`config.mk`:
```
export PLATFORM = sky130hd
export DESIGN_NAME = deint_tune
export DESIGN_NICKNAME = d
export VERILOG_FILES = /design/src/rtl/deint_tune_pkg.sv /design/src/rtl/deint_tune.sv
export SDC_FILE = /design/constraint.sdc
export NUM_CORES = 1
export LEC_CHECK = 0
export BUFFER_PORTS_ARGS = -buffer_cell sky130_fd_sc_hd__buf_2
export CORE_MARGIN = 2
export CORE_UTILIZATION = 52
export DETAILED_ROUTE_END_ITERATION = 6
export HOLD_SLACK_MARGIN = 0.08
export PLACE_DENSITY = 0.74
export SYNTH_ARGS = -nofsm -noshare
export SYNTH_HDL_FRONTEND = slang
export SYNTH_SLANG_ARGS = --single-unit
```
`constraint.sdc`:
```
create_clock -name core_clk_i -period 13.4 [get_ports core_clk_i]
set_input_delay 2.01 -clock core_clk_i [delete_from_list [all_inputs] [get_ports core_clk_i]]
set_output_delay 2.01 -clock core_clk_i [all_outputs]
set_load 0.005 [all_outputs]
```
`src/rtl/deint_tune_pkg.sv`:
```
// Constants, register map and carriers of the cadence and motion tuning bank.
// Assumes one clock domain and a word-addressed plain register port.
// What this block does
// - Kernel SAD below threshold raises lock count
// - Each frame keeps or loses lock itself
// - SAD scaled by history within bias limits
// - Sad_bit_filter zero bits are ignored
// - Larger motion shift lowers noise sensitivity
// - Film overlay paints film pixels green
// - Motion overlay shows motion as pink
// - Motion scaled by gain over 32
// - Smaller scaled motion means more weave
// - Caption ratio code n means 4 to n
package deint_tune_pkg;
    localparam int ADDR_W = 5;
    localparam int DATA_W = 32;
    localparam logic [4:0] OFS_CAPTION_RATIO = 5'h14;
    localparam logic [4:0] OFS_SAD_THRESHOLD = 5'h15;
    localparam logic [4:0] OFS_BIAS_FLOOR = 5'h16;
    localparam logic [4:0] OFS_BIAS_CEILING = 5'h17;
    localparam logic [4:0] OFS_SAD_FILTER = 5'h18;
    localparam logic [4:0] OFS_NOISE_SHIFT = 5'h19;
    localparam logic [4:0] OFS_FILM_OVERLAY = 5'h1a;
    localparam logic [4:0] OFS_MOTION_OVERLAY = 5'h1b;
    localparam logic [4:0] OFS_MOTION_GAIN = 5'h1e;
    localparam logic [4:0] OFS_STATUS = 5'h1f;
    localparam logic [2:0] CAPTION_CODE_MAX = 3'h5;
    localparam logic [3:0] BIAS_UNITY = 4'h4;
    localparam int BIAS_FRAC = 2;
    localparam int GAIN_FRAC = 5;
    localparam int STATUS_LOCK_BIT = 0;
    localparam int STATUS_VOF_BIT = 1;
    typedef struct packed {
        logic [2:0] caption_ratio;
        logic [7:0] sad_threshold;
        logic [2:0] bias_floor;
        logic [2:0] bias_ceiling;
        logic [9:0] sad_filter;
        logic [3:0] noise_shift;
        logic film_overlay;
        logic motion_overlay;
        logic [7:0] motion_gain;
    } tune_s;
    localparam tune_s TUNE_RESET = '{
        caption_ratio: 3'h0, sad_threshold: 8'hc8, bias_floor: 3'h0, bias_ceiling: 3'h7,
        sad_filter: 10'h3ff, noise_shift: 4'h3, film_overlay: 1'b0, motion_overlay: 1'b0,
        motion_gain: 8'h7d};
    typedef struct packed {
        logic [7:0] y;
        logic [7:0] cb;
        logic [7:0] cr;
    } pixel_s;
    localparam pixel_s GREEN_PIXEL = '{y: 8'h91, cb: 8'h36, cr: 8'h22};
    localparam logic [7:0] PINK_CB = 8'ha0;
    localparam logic [7:0] PINK_CR = 8'hc0;
endpackage : deint_tune_pkg

```
`src/rtl/deint_tune.sv`:
```
// Tuning register bank with a one-stage per-pixel cadence and motion path.
// Assumes the video path gives field_start_i and per-pixel data on core_clk_i.
`timescale 1ns/1ps
`default_nettype none
module deint_tune #(
    parameter int LOCK_W = 4,
    parameter int FILM_LEVEL = 8,
    parameter int CNT_W = 24
) (
    input wire logic core_clk_i,
    input wire logic rst_n_i,
    input wire logic ce_i,
    input wire logic [deint_tune_pkg::ADDR_W-1:0] reg_addr_i,
    input wire logic [deint_tune_pkg::DATA_W-1:0] reg_wdata_i,
    input wire logic reg_wr_i,
    input wire logic reg_rd_i,
    output logic [deint_tune_pkg::DATA_W-1:0] reg_rdata_o,
    input wire logic field_start_i,
    input wire logic pix_valid_i,
    input wire logic [9:0] pix_sad_i,
    input wire logic [2:0] pix_history_i,
    input wire logic [LOCK_W-1:0] pix_lock_cnt_i,
    input wire logic pix_caption_i,
    input wire logic [7:0] pix_motion_i,
    input wire deint_tune_pkg::pixel_s pix_i,
    output logic pix_valid_o,
    output logic [LOCK_W-1:0] pix_lock_cnt_o,
    output logic pix_film_o,
    output logic [7:0] pix_blend_o,
    output deint_tune_pkg::pixel_s pix_o,
    output logic cadence_lock_phase_o,
    output logic film_with_overlaid_video_o
);
    import deint_tune_pkg::*;

    localparam logic [LOCK_W-1:0] LOCK_MAX = {LOCK_W{1'b1}};
    localparam logic [LOCK_W-1:0] FILM_LVL = LOCK_W'(FILM_LEVEL);

    initial begin
        if (LOCK_W < 2 || LOCK_W > 8 || FILM_LEVEL < 1 || FILM_LEVEL >= (1 << LOCK_W)) begin
            $error("deint_tune: lock width or film level out of range");
        end
        if (CNT_W < 8 || CNT_W > 32) begin
            $error("deint_tune: counter width out of range");
        end
    end

    function automatic logic [DATA_W-1:0] read_word(input tune_s t, input logic [ADDR_W-1:0] a,
                                                    input logic lk, input logic vf);
        logic [DATA_W-1:0] d;
        d = '0;
        case (a)
            OFS_CAPTION_RATIO: d[2:0] = t.caption_ratio;
            OFS_SAD_THRESHOLD: d[7:0] = t.sad_threshold;
            OFS_BIAS_FLOOR: d[2:0] = t.bias_floor;
            OFS_BIAS_CEILING: d[2:0] = t.bias_ceiling;
            OFS_SAD_FILTER: d[9:0] = t.sad_filter;
            OFS_NOISE_SHIFT: d[3:0] = t.noise_shift;
            OFS_FILM_OVERLAY: d[0] = t.film_overlay;
            OFS_MOTION_OVERLAY: d[0] = t.motion_overlay;
            OFS_MOTION_GAIN: d[7:0] = t.motion_gain;
            OFS_STATUS: begin
                d[STATUS_LOCK_BIT] = lk;
                d[STATUS_VOF_BIT] = vf;
            end
            default: d = '0;
        endcase
        return d;
    endfunction : read_word

    tune_s shadow;
    tune_s active;
    tune_s next_shadow;

    // Software writes land in a shadow copy; reserved words fall through
    always_comb begin
        next_shadow = shadow;
        if (reg_wr_i) begin
            case (reg_addr_i)
                OFS_CAPTION_RATIO: next_shadow.caption_ratio = reg_wdata_i[2:0];
                OFS_SAD_THRESHOLD: next_shadow.sad_threshold = reg_wdata_i[7:0];
                OFS_BIAS_FLOOR: next_shadow.bias_floor = reg_wdata_i[2:0];
                OFS_BIAS_CEILING: next_shadow.bias_ceiling = reg_wdata_i[2:0];
                OFS_SAD_FILTER: next_shadow.sad_filter = reg_wdata_i[9:0];
                OFS_NOISE_SHIFT: next_shadow.noise_shift = reg_wdata_i[3:0];
                OFS_FILM_OVERLAY: next_shadow.film_overlay = reg_wdata_i[0];
                OFS_MOTION_OVERLAY: next_shadow.motion_overlay = reg_wdata_i[0];
                OFS_MOTION_GAIN: next_shadow.motion_gain = reg_wdata_i[7:0];
                default: next_shadow = shadow;
            endcase
        end
    end

    always_ff @(posedge core_clk_i or negedge rst_n_i) begin
        if (!rst_n_i) begin
            shadow <= TUNE_RESET;
        end else if (ce_i) begin
            shadow <= next_shadow;
        end
    end

    always_ff @(posedge core_clk_i or negedge rst_n_i) begin
        if (!rst_n_i) begin
            active <= TUNE_RESET;
        end else if (ce_i && field_start_i) begin
            active <= shadow;
        end
    end

    always_ff @(posedge core_clk_i or negedge rst_n_i) begin
        if (!rst_n_i) begin
            reg_rdata_o <= '0;
        end else if (ce_i) begin
            reg_rdata_o <= reg_rd_i ?
                read_word(shadow, reg_addr_i, cadence_lock_phase_o, film_with_overlaid_video_o) :
                '0;
        end
    end

    // The first pixel of a field already uses the new settings
    tune_s cfg;
    assign cfg = field_start_i ? shadow : active;

    logic [9:0] masked_sad;
    assign masked_sad = pix_sad_i & cfg.sad_filter;

    // bias held between floor and ceiling
    logic [2:0] bias;
    always_comb begin
        bias = pix_history_i;
        if (bias > cfg.bias_ceiling) begin
            bias = cfg.bias_ceiling;
        end
        if (bias < cfg.bias_floor) begin
            bias = cfg.bias_floor;
        end
    end

    // lower bias shrinks SAD toward film
    logic [13:0] sad_product;
    logic [11:0] scaled_sad;
    assign sad_product = 14'(masked_sad) * 14'(BIAS_UNITY + {1'b0, bias});
    assign scaled_sad = sad_product[13:BIAS_FRAC];

    // count up below threshold, else down
    logic below;
    logic [LOCK_W-1:0] next_lock;
    assign below = scaled_sad < {4'h0, cfg.sad_threshold};
    always_comb begin
        if (below) begin
            next_lock = (pix_lock_cnt_i == LOCK_MAX) ? LOCK_MAX : pix_lock_cnt_i + 1'b1;
        end else begin
            next_lock = (pix_lock_cnt_i == '0) ? '0 : pix_lock_cnt_i - 1'b1;
        end
    end
    logic film_n;
    assign film_n = next_lock >= FILM_LVL;

    // shift first, then gain over 32
    logic [7:0] shifted_motion;
    logic [15:0] motion_product;
    logic [10:0] gained;
    logic [7:0] next_blend;
    assign shifted_motion = pix_motion_i >> cfg.noise_shift;
    assign motion_product = 16'(shifted_motion) * 16'(cfg.motion_gain);
    assign gained = motion_product[15:GAIN_FRAC];
    assign next_blend = (gained > 11'h0ff) ? 8'hff : gained[7:0];

    pixel_s next_pix;
    always_comb begin
        next_pix = pix_i;
        if (cfg.film_overlay && film_n) begin
            next_pix = GREEN_PIXEL;
        end else if (cfg.motion_overlay) begin
            next_pix = '{y: next_blend, cb: PINK_CB, cr: PINK_CR};
        end
    end

    // blend weight, zero means pure weave
    always_ff @(posedge core_clk_i or negedge rst_n_i) begin
        if (!rst_n_i) begin
            pix_valid_o <= 1'b0;
            pix_lock_cnt_o <= '0;
            pix_film_o <= 1'b0;
            pix_blend_o <= '0;
            pix_o <= '0;
        end else if (ce_i) begin
            pix_valid_o <= pix_valid_i;
            if (pix_valid_i) begin
                pix_lock_cnt_o <= next_lock;
                pix_film_o <= film_n;
                pix_blend_o <= next_blend;
                pix_o <= next_pix;
            end
        end
    end

    // Field statistics; a pixel in the start cycle opens the new field
    logic [CNT_W-1:0] ref_total;
    logic [CNT_W-1:0] ref_film;
    logic [CNT_W-1:0] cap_film;
    logic [CNT_W-1:0] add_ref;
    logic [CNT_W-1:0] add_ref_film;
    logic [CNT_W-1:0] add_cap_film;
    assign add_ref = CNT_W'(pix_valid_i && !pix_caption_i);
    assign add_ref_film = CNT_W'(pix_valid_i && !pix_caption_i && film_n);
    assign add_cap_film = CNT_W'(pix_valid_i && pix_caption_i && film_n);

    always_ff @(posedge core_clk_i or negedge rst_n_i) begin
        if (!rst_n_i) begin
            ref_total <= '0;
            ref_film <= '0;
            cap_film <= '0;
        end else if (ce_i) begin
            if (field_start_i) begin
                ref_total <= add_ref;
                ref_film <= add_ref_film;
                cap_film <= add_cap_film;
            end else begin
                // Counters saturate so a huge field cannot wrap the decision
                if (ref_total != '1) ref_total <= ref_total + add_ref;
                if (ref_film != '1) ref_film <= ref_film + add_ref_film;
                if (cap_film != '1) cap_film <= cap_film + add_cap_film;
            end
        end
    end

    // each field judged on its own counts
    logic locked_n;
    assign locked_n = ({1'b0, ref_film} << 1) > {1'b0, ref_total};

    // ratio code n needs reference above 4 to n
    logic [2:0] ratio_code;
    logic [CNT_W+9:0] cap_scaled;
    logic ratio_ok;
    assign ratio_code = (active.caption_ratio > CAPTION_CODE_MAX) ? CAPTION_CODE_MAX :
                        active.caption_ratio;
    assign cap_scaled = (CNT_W+10)'(cap_film) << {ratio_code, 1'b0};
    assign ratio_ok = (ratio_code == 3'h0) || ((CNT_W+10)'(ref_film) > cap_scaled);

    always_ff @(posedge core_clk_i or negedge rst_n_i) begin
        if (!rst_n_i) begin
            cadence_lock_phase_o <= 1'b0;
            film_with_overlaid_video_o <= 1'b0;
        end else if (ce_i && field_start_i) begin
            cadence_lock_phase_o <= locked_n;
            film_with_overlaid_video_o <= locked_n && ratio_ok;
        end
    end
endmodule : deint_tune
`default_nettype wire

```
Word-level counts from Yosys, hierarchy flattened
Index checks and enable logic that the tools add are counted.
- $add $sub $neg: 6
- $mul: 2
- order comparisons: 8
- equal/unequal tests: 14
- shifts and indexed selects: 2
- muxes and demuxes: 23
- bitwise operators: 1
- reductions and logical operators: 27
- operators by type and width (cell ; count):
    $mux W24 ; 8
    $add A24 B1 Y24 ; 3
    $ne A24 B24 Y1 const B ; 3
    $eq A5 B5 Y1 const B ; 10
    $mux W38 ; 1
    $gt A24 B34 Y1 ; 1
    $shl A24 B4 Y34 ; 1
    $reduce_and A3 Y1 ; 9
    $gt A25 B24 Y1 ; 1
    $mul A8 B8 Y16 ; 1
    $mul A10 B4 Y14 ; 1
    $lt A12 B8 Y1 ; 1
    $mux W4 ; 3
    $pmux W4 S3 ; 1
    $gt A11 B8 Y1 const B ; 1
    $and A10 B10 Y10 ; 1
    $mux W10 ; 1
    $pmux W1 S10 ; 1
    $mux W3 ; 3
    $mux W8 ; 1
    $pmux W1 S8 ; 1
    $reduce_and A2 Y1 ; 4
    $shr A8 B4 Y8 ; 1
    $logic_and A1 B1 Y1 ; 7
    16 further kinds ; 18
- register bits after elaboration: 226
- input bits: 94
- logic and storage cells: 114

Longest topological paths before layout
Gate-level depths: netlist of the first run.
- depth in word-level cells: 14
- gate-level depth with buffers: 44
- gate-level depth less buffers: 41

Worst setup path after synthesis of the first run
No wires, ideal clock.
- kind: input-to-reg
- from: input field_start_i
- to: register cap_film[16]
- data arrival time: 9.503 ns
- required time: 13.268 ns
- slack: 3.765 ns
- stages on the path: 40
- buffers on the path: 3
- cells stage by stage: buf_2 > buf_2 > buf_1 > mux2i_1 > ha_1 > nor2b_1 > o21ai_0 > a32oi_1 > o21ai_0 > inv_1 > ha_1 > a21oi_1 > o21bai_1 > mux2_2 > nor2_1 > ha_1 > fa_1 > inv_1 > [... 4 more ...] > o21a_1 > nor2_1 > xnor2_1 > ha_1 > nand4_1 > a21oi_1 > a211oi_1 > nand3_2 > mux2i_1 > mux2i_1 > nor2_1 > ha_1 > ha_1 > nand2_1 > nor2_1 > nand4_1 > xor2_1 > nor2_1
- word-level cells in the longest chain between the ends: 14
- elaborated cells on any way between the ends: 17
- those cells by class: 2 x add/sub; 1 x mul; 4 x order compare; 6 x mux; 1 x bitwise; 3 x reduce/logical
- RTL lines (item ; RTL line ; RTL):
    from (decl) ; deint_tune.sv:18 ; input wire logic field_start_i,
    $mux W38 ; deint_tune.sv:122 ; assign cfg = field_start_i ? shadow : active;
    $gt A3 B3 Y1 ; deint_tune.sv:131 ; if (bias > cfg.bias_ceiling) begin
    $mux W3 ; deint_tune.sv:131 ;
    $lt A3 B3 Y1 ; deint_tune.sv:134 ; if (bias < cfg.bias_floor) begin
    $mux W3 ; deint_tune.sv:134 ;
    $add A3 B3 Y4 ; deint_tune.sv:142 ; assign sad_product = 14'(masked_sad) * 14'(BIAS_UNITY + {1'b0, bias});
    $mul A10 B4 Y14 ; deint_tune.sv:142 ;
    $lt A12 B8 Y1 ; deint_tune.sv:148 ; assign below = scaled_sad < {4'h0, cfg.sad_threshold};
    $mux W4 ; deint_tune.sv:150 ; if (below) begin
    $ge A4 B4 Y1 ; deint_tune.sv:157 ; assign film_n = next_lock >= FILM_LVL;
    $logic_and A1 B1 Y1 ; deint_tune.sv:207 ; assign add_cap_film = CNT_W'(pix_valid_i && pix_caption_i && film_n);
    $add A24 B1 Y24 ; deint_tune.sv:223 ; if (cap_film != '1) cap_film <= cap_film + add_cap_film;
    $mux W24 ; deint_tune.sv:223 ;
    $mux W24 ; deint_tune.sv:215 ; if (field_start_i) begin
    to (signal assigned) ; deint_tune.sv:218 ; cap_film <= add_cap_film;
    to (signal assigned) ; deint_tune.sv:223 ;
    to (decl) ; deint_tune.sv:201 ; logic [CNT_W-1:0] cap_film;
Several ways; a longest one is shown, not always the timed one. The select of a mux whose other input is x is not followed.
A chain may end at the register's enable or synchronous reset.

Worst setup path in the final report of the first run
- from: input field_start_i
- to: register cap_film[22]
Same word-level chain as after synthesis.

==> metrics.yaml, run 1 <==
diodes: 0
avgSynthCellArea_um2: 8.93
syn_to_final_growth_pct: 10.3
wl_mm: 36.1
initialDrtViolationCount: 974
holdBufCountCts: 0
cts_setup_buffers: 0
critPathSlowestCell: "fa_1"
arrival_ns: 10.55
grt_max_degree: 108
r2r-start: "shadow[25]"
slew_headroom_pct: 16.1
root_buffer: "clkbuf_16"
cts-resized-gates: 0
start_util_pct: 52.5
die_area_um2: 31200
io_buffers: 121
p_leak_nw: 8.24
criticalPathCategory: "in2reg"
routedWlPerCell_um: 16.2
rows: 63
fin_skew_ns: 0.0167
fp.dieW_um: 177
drv_slew: 0
synth_cell_types: 79
tightest_slew_ns: 1.25
dp_hpwl_mm: 26.9
h-tree-depth: 1
worst-path-buf-inv: 3
track_usage_pct: 23.4
path_delay_family: "adder cells"
path_common_cell: "ha_1"
slowest_delay_ns: 0.57
synthCells: 1735
synth_edf_count: 0
fin_crit_ns: 10.22
gp_congestion: 0.885
cp_max_fo: 12
r2r-end: "cap_film[22]"
min_path_cells: 2
rsz0062_at_grt: "no"
clkTransAtPathRegs_ns: 0.06
grt_pass1_vias: 12300
cap_violations: 0
nNetsFinal: 2079
clock-sinks: 203
drive_above_1_share_pct: 16.7
peakVddDrop_uv: 126
min_path_type: "reg2reg"
cts_tree: "yes"
synth-seq-area-share_pct: 33.2
synth_top_cell_by_area: "dfrtp_1"
async_reset_ff_share_pct: 100
min_from: "active[17]"
critPathRequiredTime_ns: 13.74
cts_buffer_depth: 3
period_share_pct: 76.2
viasPerCell: 5.68
crit_path_start_kind: "input port"
final_area_um2: 17100
end_kind: "register"
status: "complete, no violations"
grt_pass1_wl_mm: 60.7
grt_overflow: 0
ys_seq_elements: 203
hold_path_end: "active[17]"
core_um2: 29500
yosys-top-cells-count: "237 x nand2_1, 172 x nor2_1, 155 x dfrtp_1, 135 x inv_1, 124 x ha_1"
synth_warnings: 0
r2r_setup_slack_ns: 4.66
post_dp_cell_area_um2: 16300
numCtsBuffers: 23
drc: 0
io_pins: 166
insertion_delay_ns: 0.52
antenna_found_initial: 4
syn-cell-area_um2: 15500
yosysMostFrequentCell: "nand2_1"
netlist_top_cells_area: "dfrtp_1 25%, ha_1 10%, dfstp_2 8.1%"
rr_worst_depth: 37
ant_nets: 0
netlist.area_leader.share_pct: 25.0
power_density_nw_per_um2: 118
drtPass1Iterations: 5
dr_total_vias: 12600
max_freq_mhz: 97.9
setup_tns_ns: 0
finalHoldViolCount: 0
die_h_um: 177
ys.flop_type: "dfrtp_1"
finalSetupViolCount: 0
==> cell type report <==
class | instances | area (µm²)
Fill cell | 2620 | 12400
Sequential cell | 203 | 5140
Multi-Input combinational cell | 1326 | 9480
Timing Repair Buffer | 129 | 674
Clock buffer | 34 | 697
Tap cell | 390 | 488
Clock inverter | 8 | 101
Inverter | 135 | 507
==> tightest hold or removal path: cells and delay by family (launching register included) <==
family           cells  cell delay [ns]
flip-flops           1             0.36
AND/OR/NAND/NOR      2             0.09
==> sequential cells by signal (all words and copies together), names as in the netlist <==
signal / cells
film_with_overlaid_video_o: 1
shadow: 41
pix_lock_cnt_o: 4
cap_film: 24
pix_valid_o: 1
pix_o: 24
cadence_lock_phase_o: 1
reg_rdata_o: 10
active: 41
pix_blend_o: 8
ref_total: 24
ref_film: 24
==> placed cells by master, fill, tap and decap left out, types with 6 or more instances in the layout <==
cell type and instances:
nand4_1 34, dfrtp_1 155, a21o_1 16, xor2_1 31, buf_4 8, o211ai_1 9
a22oi_1 11, conb_1 22, mux2_2 68, or3_1 11, nand3_1 51, ha_1 124
xnor2_1 43, clkbuf_8 9, nand2_1 237, o21ai_0 69, a211oi_1 15, mux2i_1 66
nor2_1 172, o22ai_1 13, and2_1 9, nor2b_1 23, o21a_1 6, and4_1 10
fa_1 43, a222oi_1 6, dfstp_2 48, clkbuf_16 23, a21oi_1 57, nand2b_1 18
nor4_1 8, a31oi_1 15, buf_2 120, nor3_1 37, inv_1 135, a22o_1 10
and3_1 14
==> how the worst max path moves through the flow <==
stage | from | to | cells after the start
6_report | field_start_i | cap_film[22] | 38
3_5_place_dp | field_start_i | cap_film[22] | 38
4_1_cts | field_start_i | cap_film[22] | 38
2_1_floorplan | field_start_i | cap_film[16] | 40
3_3_place_gp | field_start_i | cap_film[16] | 38
5_1_grt | field_start_i | cap_film[16] | 38
==> logic make-up after synthesis <==
logic type                 Yosys count  share of synthesized area [%]
AOI/OAI and AO/OA                  280                           12.0
xor gates and xnor gates            74                           4.18
muxes                              138                           9.72
and+or+nand+nor                    645                           19.2
DFF                                203                           33.2
adders and majority gates          167                           15.6
other                                1                         0.0242
buffers and inverters              227                           6.16
==> where the power goes <==
part	switching, W	internal (W)	leakage [nW]	total [W]
Clock	0.000257	0.000400	0.398	0.000657
Combinational	0.000360	0.000239	5.30	0.000600
Sequential	0.0000569	0.000696	2.55	0.000753
==> metal layers <==
metal  routed length, µm  GRT usage, %  vias up
li1                    -             -     6142
met1               16200          32.3     6130
met2               17300          39.3      300
met3                1660          2.76       59
met4                 936          6.10        6
met5                  42             0        -
==> through the flow <==
stage | worst slack (ns) | util, % | cells | hold slack (ns) | total power [W]
finish | 3.18 | 58.0 | 2225 | 0.456 | 0.00201
global route | 2.44 | 58.0 | 2225 | 0.468 | 0.00214
CTS | 3.21 | 58.0 | 2225 | 0.459 | 0.00203
detailed placement | 2.72 | 55.2 | 2183 | 0.449 | 0.00136
global placement | 3.05 | 55.2 | 2183 | 0.443 | 0.00134
floorplan | 3.77 | - | 1756 | 0.438 | 0.00118
No activity file was read; power rests on OpenSTA's default activity.
==> inputs of run 2 (changes only) <==
--- a/config.mk
+++ b/config.mk
@@ -10,7 +10,7 @@
 export CORE_UTILIZATION = 52
 export DETAILED_ROUTE_END_ITERATION = 6
 export HOLD_SLACK_MARGIN = 0.08
-export PLACE_DENSITY = 0.74
+export PLACE_DENSITY = 0.77
 export SYNTH_ARGS = -nofsm -noshare
 export SYNTH_HDL_FRONTEND = slang
 export SYNTH_SLANG_ARGS = --single-unit
==> constraint.sdc (replaced) <==
create_clock -name core_clk_i -period 8.4 [get_ports core_clk_i]
set_input_delay 1.26 -clock core_clk_i [delete_from_list [all_inputs] [get_ports core_clk_i]]
set_output_delay 1.26 -clock core_clk_i [all_outputs]
set_load 0.005 [all_outputs]
==> metrics.yaml, run 2 (same netlist as run 1, synthesis figures left out) <==
crit_path_start_kind: "input port"
root_buffer: "clkbuf_16"
use_met3_pct: 3.29  # +0.54 points
fp.dieW_um: 177  # unchanged
syn_to_final_growth_pct: 13.1
end_kind: "register"
antenna_found_initial: 5  # +1
h-tree-depth: 1  # unchanged
cts_buffer_depth: 3  # unchanged
slowest_delay_ns: 0.59  # +0.02 ns
holdBufCountCts: 0  # unchanged
die_h_um: 177  # unchanged
routedWlPerCell_um: 16.5  # +1.8%
grt_overflow: 0  # unchanged
core_um2: 29500  # unchanged
tightest_slew_ns: 1.18  # -0.0665 ns
slew_headroom_pct: 20.6  # +4.5 points
setup_ws_ns: 0.392  # -2.79 ns
arrival_ns: 8.37  # -2.18 ns
min_path_type: "reg2reg"
drc: 0  # unchanged
finalNonFillerCells: 2273  # +2.2%
max_freq_mhz: 125
layout_commonest_cell: "nand2_1"
io_buffers: 121  # unchanged
wl_mm: 37.6  # +4.0%
dr_total_vias: 13100  # +3.4%
path_common_cell: "ha_1"
placed_cells: 2223  # +1.8%
gp_congestion: 0.896  # +1.2%
fin_crit_ns: 8.01
grt_pass1_vias: 12900  # +4.4%
place_ws_ns: -0.434  # -3.16 ns
busiest_layer: "met2"
fin_skew_ns: 0.0117  # -0.00498 ns
insertion_delay_ns: 0.52  # about the same
io_pins: 166  # unchanged
final_cell_mix: "237 x nand2_1, 170 x nor2_1, 155 x dfrtp_1"
start_util_pct: 52.5  # unchanged
grt_max_degree: 129  # +19%
finalSetupViolCount: 0  # unchanged
numCtsBuffers: 24  # +4.3%
nNetsFinal: 2123  # +2.1%
dp_hpwl_mm: 27.9  # +3.7%
criticalPathCategory: "in2reg"
peakVddDrop_uv: 180  # +43%
critPathSlowestCell: "fa_1"
critPathRequiredTime_ns: 8.76  # -4.98 ns
drive_above_1_share_pct: 19.3  # +2.5 points
grt_use_met1_pct: 31.8  # -0.52 points
clkTransAtPathRegs_ns: 0.06  # about the same
drtPass1Iterations: 5  # unchanged
grt_pass1_wl_mm: 63.1  # +3.9%
rows: 63  # unchanged
track_usage_pct: 24.3  # +0.88 points
status: "complete, no violations"
initialDrtViolationCount: 859  # -12%
grt_util_met2_pct: 41.8  # +2.5 points
drv_slew: 0  # unchanged
power_density_nw_per_um2: 189  # +61%
clock-sinks: 203  # unchanged
cts_tree: "yes"
die_area_um2: 31200  # unchanged
viasPerCell: 5.75  # +1.2%
p_total_w: 0.00331  # +65%
ant_nets: 0  # unchanged
p_leak_nw: 8.45  # +2.6%
cp_max_fo: 7  # -5
hold_ws_ns: 0.455  # -0.00110 ns
top_regs: "active x41, shadow x41"
finalHoldViolCount: 0  # unchanged
postLayoutCoreUtil_pct: 59.4  # +1.4 points
cap_violations: 0  # unchanged
period_share_pct: 95.3
-- run 2: final cells by class --
class | instances | area, µm²
Fill cell | 2551 | 12000
Timing Repair Buffer | 172 | 1000
Sequential cell | 203 | 5140
Multi-Input combinational cell | 1326 | 9550
Tap cell | 390 | 488
Inverter | 135 | 507
Clock inverter | 7 | 95.1
Clock buffer | 37 | 721
Antenna cell | 3 | 7.51
-- run 2: path summary, 6_finish.rpt --
| check | startpoint | to | slack [ns] | depth (start not counted) |
|---|---|---|---|---|
| min | active[14] | active[14] | 0.45 | 2 |
| max in group asynchronous | rst_n_i | pix_blend_o[4] | 6.00 | 2 |
| min in group asynchronous | rst_n_i | cap_film[14] | 0.88 | 1 |
| max | field_start_i | ref_film[18] | 0.39 | 40 |
| min reg2reg | active[14] | active[14] | 0.45 | 2 |
| max reg2reg | shadow[25] | ref_film[18] | 0.90 | 39 |
-- run 2: worst max-delay path: cells and delay by family --
family,cells,cell delay (ns)
XOR/XNOR,2,0.25
multiplexers,4,1.07
AO/OA/AOI/OAI,10,1.31
AND/OR/NAND/NOR,12,1.50
adder cells (fa/ha/maj),8,2.48
buffers and inverters,4,0.48
-- run 2: repair_timing --
item | 4_1_cts | 5_1_grt
endpoints found under the setup margin | 0 | 54
buffers inserted | 0 | 3
resized for setup | 0 | 13
hold endpoints to repair | 0 | 0
-- run 2: where the power goes --
| group | total (W) | switching, W | internal, W |
|---|---|---|---|
| combinational | 0.00104 | 0.000602 | 0.000434 |
| sequential | 0.00120 | 0.0000915 | 0.00111 |
| clock | 0.00107 | 0.000417 | 0.000653 |
| total | 0.00331 | 0.00111 | 0.00220 |
-- run 2: through the flow --
| stage | setup TNS, ns | instance area, µm² |
|---|---|---|
| finish | 0 | 17500 |
| global route | -0.0154 | 17500 |
| CTS | 0 | 17400 |
| detailed placement | -12.60 | 16600 |
| global placement | -1.13 | 16600 |
| floorplan | 0 | 15600 |
-- run 2: layer usage --
| layer | part of all wire (%) | up-vias |
|---|---|---|
| met3 | 4.1 | 77 |
| met1 | 43 | 6464 |
| li1 | - | 6232 |
| met5 | 0.10 | - |
| met2 | 49 | 287 |
| met4 | 3.0 | 6 |
==> inputs of run 3 (changes only) <==
--- a/config.mk
+++ b/config.mk
@@ -6,6 +6,7 @@
 export NUM_CORES = 1
 export LEC_CHECK = 0
 export BUFFER_PORTS_ARGS = -buffer_cell sky130_fd_sc_hd__buf_2
+export CORE_ASPECT_RATIO = 1.2
 export CORE_MARGIN = 2
 export CORE_UTILIZATION = 52
 export DETAILED_ROUTE_END_ITERATION = 6
==> constraint.sdc (replaced) <==
create_clock -name core_clk_i -period 8.4 [get_ports core_clk_i]
set_input_delay 1.68 -clock core_clk_i [delete_from_list [all_inputs] [get_ports core_clk_i]]
set_output_delay 1.68 -clock core_clk_i [all_outputs]
set_load 0.005 [all_outputs]
==> metrics.yaml, run 3 (same netlist as run 1, synthesis figures left out) <==
status: "complete, no violations"
wl_mm: 37.4  # -0.38%
routedWlPerCell_um: 16.4  # -0.69%
p_total_w: 0.00324  # -2.1%
viasPerCell: 5.64  # -1.9%
h-tree-depth: 1  # unchanged
layout_commonest_cell: "nand2_1"
grt_max_degree: 108  # -16%
gp_congestion: 0.895  # -0.18%
root_buffer: "clkbuf_16"
drive_above_1_share_pct: 20.9  # +1.7 points
dp_hpwl_mm: 27.9  # about the same
crit_path_start_kind: "input port"
ant_nets: 0  # unchanged
die_area_um2: 31200  # about the same
critPathSlowestCell: "fa_1"
drv_slew: 0  # unchanged
track_usage_pct: 24.0  # -0.36 points
setup_tns_ns: 0  # unchanged
cap_violations: 0  # unchanged
criticalPathCategory: "in2reg"
rows: 69  # +9.5%
cts_tree: "yes"
fin_crit_ns: 8.07  # +0.0620 ns
syn_to_final_growth_pct: 14.4
sequentialPowerShare_pct: 37.3  # +1.0 points
place_ws_ns: -0.536  # -0.102 ns
slew_headroom_pct: 12.8  # -7.8 points
max_freq_mhz: 124  # -0.77%
worst-path-buf-inv: 4  # unchanged
numCtsBuffers: 23  # -4.2%
power.share.clock_pct: 29.9  # -2.5 points
setup_ws_ns: 0.330  # -0.0620 ns
die_h_um: 193  # +9.3%
finalSetupViolCount: 0  # unchanged
period_share_pct: 96.1  # +0.74 points
slowest_delay_ns: 0.59  # about the same
combPwrFrac_pct: 32.8  # +1.5 points
drc: 0  # unchanged
grt_overflow: 0  # unchanged
nNetsFinal: 2133  # +0.47%
critPathRequiredTime_ns: 8.82  # +0.06 ns
end_kind: "register"
swShare_pct: 34.3  # +0.73 points
io_buffers: 121  # unchanged
top_regs: "active x41, shadow x41"
initialDrtViolationCount: 767  # -11%
peakVddDrop_uv: 140  # -22%
holdBufCountCts: 0  # unchanged
min_path_type: "reg2reg"
cts_buffer_depth: 3  # unchanged
intPower_w: 0.00213  # -3.2%
clkTransAtPathRegs_ns: 0.06  # about the same
grt_pass1_vias: 12700  # -1.3%
core_um2: 29400  # -0.14%
insertion_delay_ns: 0.53  # about the same
final_cell_mix: "236 x nand2_1, 167 x nor2_1, 155 x dfrtp_1"
clock-sinks: 203  # unchanged
finalHoldViolCount: 0  # unchanged
p_sw_w: 0.00111  # about the same
cp_max_fo: 8  # +1
start_util_pct: 52.6  # +0.074 points
arrival_ns: 8.49  # +0.12 ns
grt_pass1_wl_mm: 62.0  # -1.7%
dr_total_vias: 12900  # -1.6%
fin_skew_ns: 0.0282  # +0.0165 ns
hold_ws_ns: 0.456  # +0.00152 ns
io_pins: 166  # unchanged
power_density_nw_per_um2: 183  # -3.2%
p_leak_nw: 8.50  # +0.56%
drtPass1Iterations: 7  # +2
antenna_found_initial: 1  # -4
fp.dieW_um: 162  # -8.5%
path_delay_family: "adder cells"
tightest_slew_ns: 1.30  # +0.116 ns
## run 3: cell count changes in the layout (fill, tap and decap cells not counted), sizes merged
cell    change
buf        +11
clkbuf      -5
clkinv      +3
diode       -2
bufinv      -1
nor2        +1
## run 3: cell type report
type / count / area, µm²
timing repair buffer: 182 / 1080
sequential: 203 / 5140
antenna: 1 / 2.50
multi-input combinational: 1327 / 9780
inverter: 135 / 507
clock inverter: 9 / 91.3
tap: 390 / 488
clock buffer: 33 / 633
fill: 2523 / 11700
## run 3: path summary, 6_finish.rpt
path / startpoint / endpoint / slack, ns / cells after the start
max in group asynchronous: rst_n_i / pix_o[23] / 5.91 / 2
worst max-delay path: field_start_i / ref_film[10] / 0.33 / 38
min in group asynchronous: rst_n_i / cap_film[6] / 1.11 / 1
worst min register to register: active[21] / active[21] / 0.46 / 2
worst min-delay path: active[21] / active[21] / 0.46 / 2
worst max register to register: shadow[25] / ref_film[10] / 1.16 / 37
## run 3: layer usage
metal	global-route usage (%)	part of all wire [%]	vias to the layer above
li1	-	-	6243
met1	31.3	42	6265
met2	42.3	50	283
met3	2.35	4.2	71
met4	7.28	3.0	0
met5	0	0	-
## run 3: repair_timing
action,in CTS,in global routing
endpoints found under the setup margin,5,69
setup buffers,0,6
resized for setup,3,42
cloned,1,0
pin swaps,1,21
## run 3: metrics by stage
stage / cell area [µm²] / cells / utilization (%)
CTS: 17500 / 2274 / 59.4
detailed placement: 16700 / 2231 / 56.8
finish: 17700 / 2280 / 60.2
global placement: 16700 / 2231 / 56.8
global route: 17700 / 2280 / 60.2
floorplan: 15700 / 1756 / -
## run 3: power groups by stage
stage | Clock, W | Combinational (W) | Sequential, W
after floorplan | 0 | 0.000704 | 0.00119
after global placement | 0 | 0.000990 | 0.00121
after detailed placement | 0 | 0.00102 | 0.00122
after CTS | 0.000986 | 0.00103 | 0.00121
after global routing | 0.00103 | 0.00119 | 0.00122
final | 0.000968 | 0.00106 | 0.00121
## run 3: worst min-delay path, cell delays in order, from the launching register on
cell and delay (ns):
dfstp_2 0.37, nand2_1 0.05, nand2_1 0.04
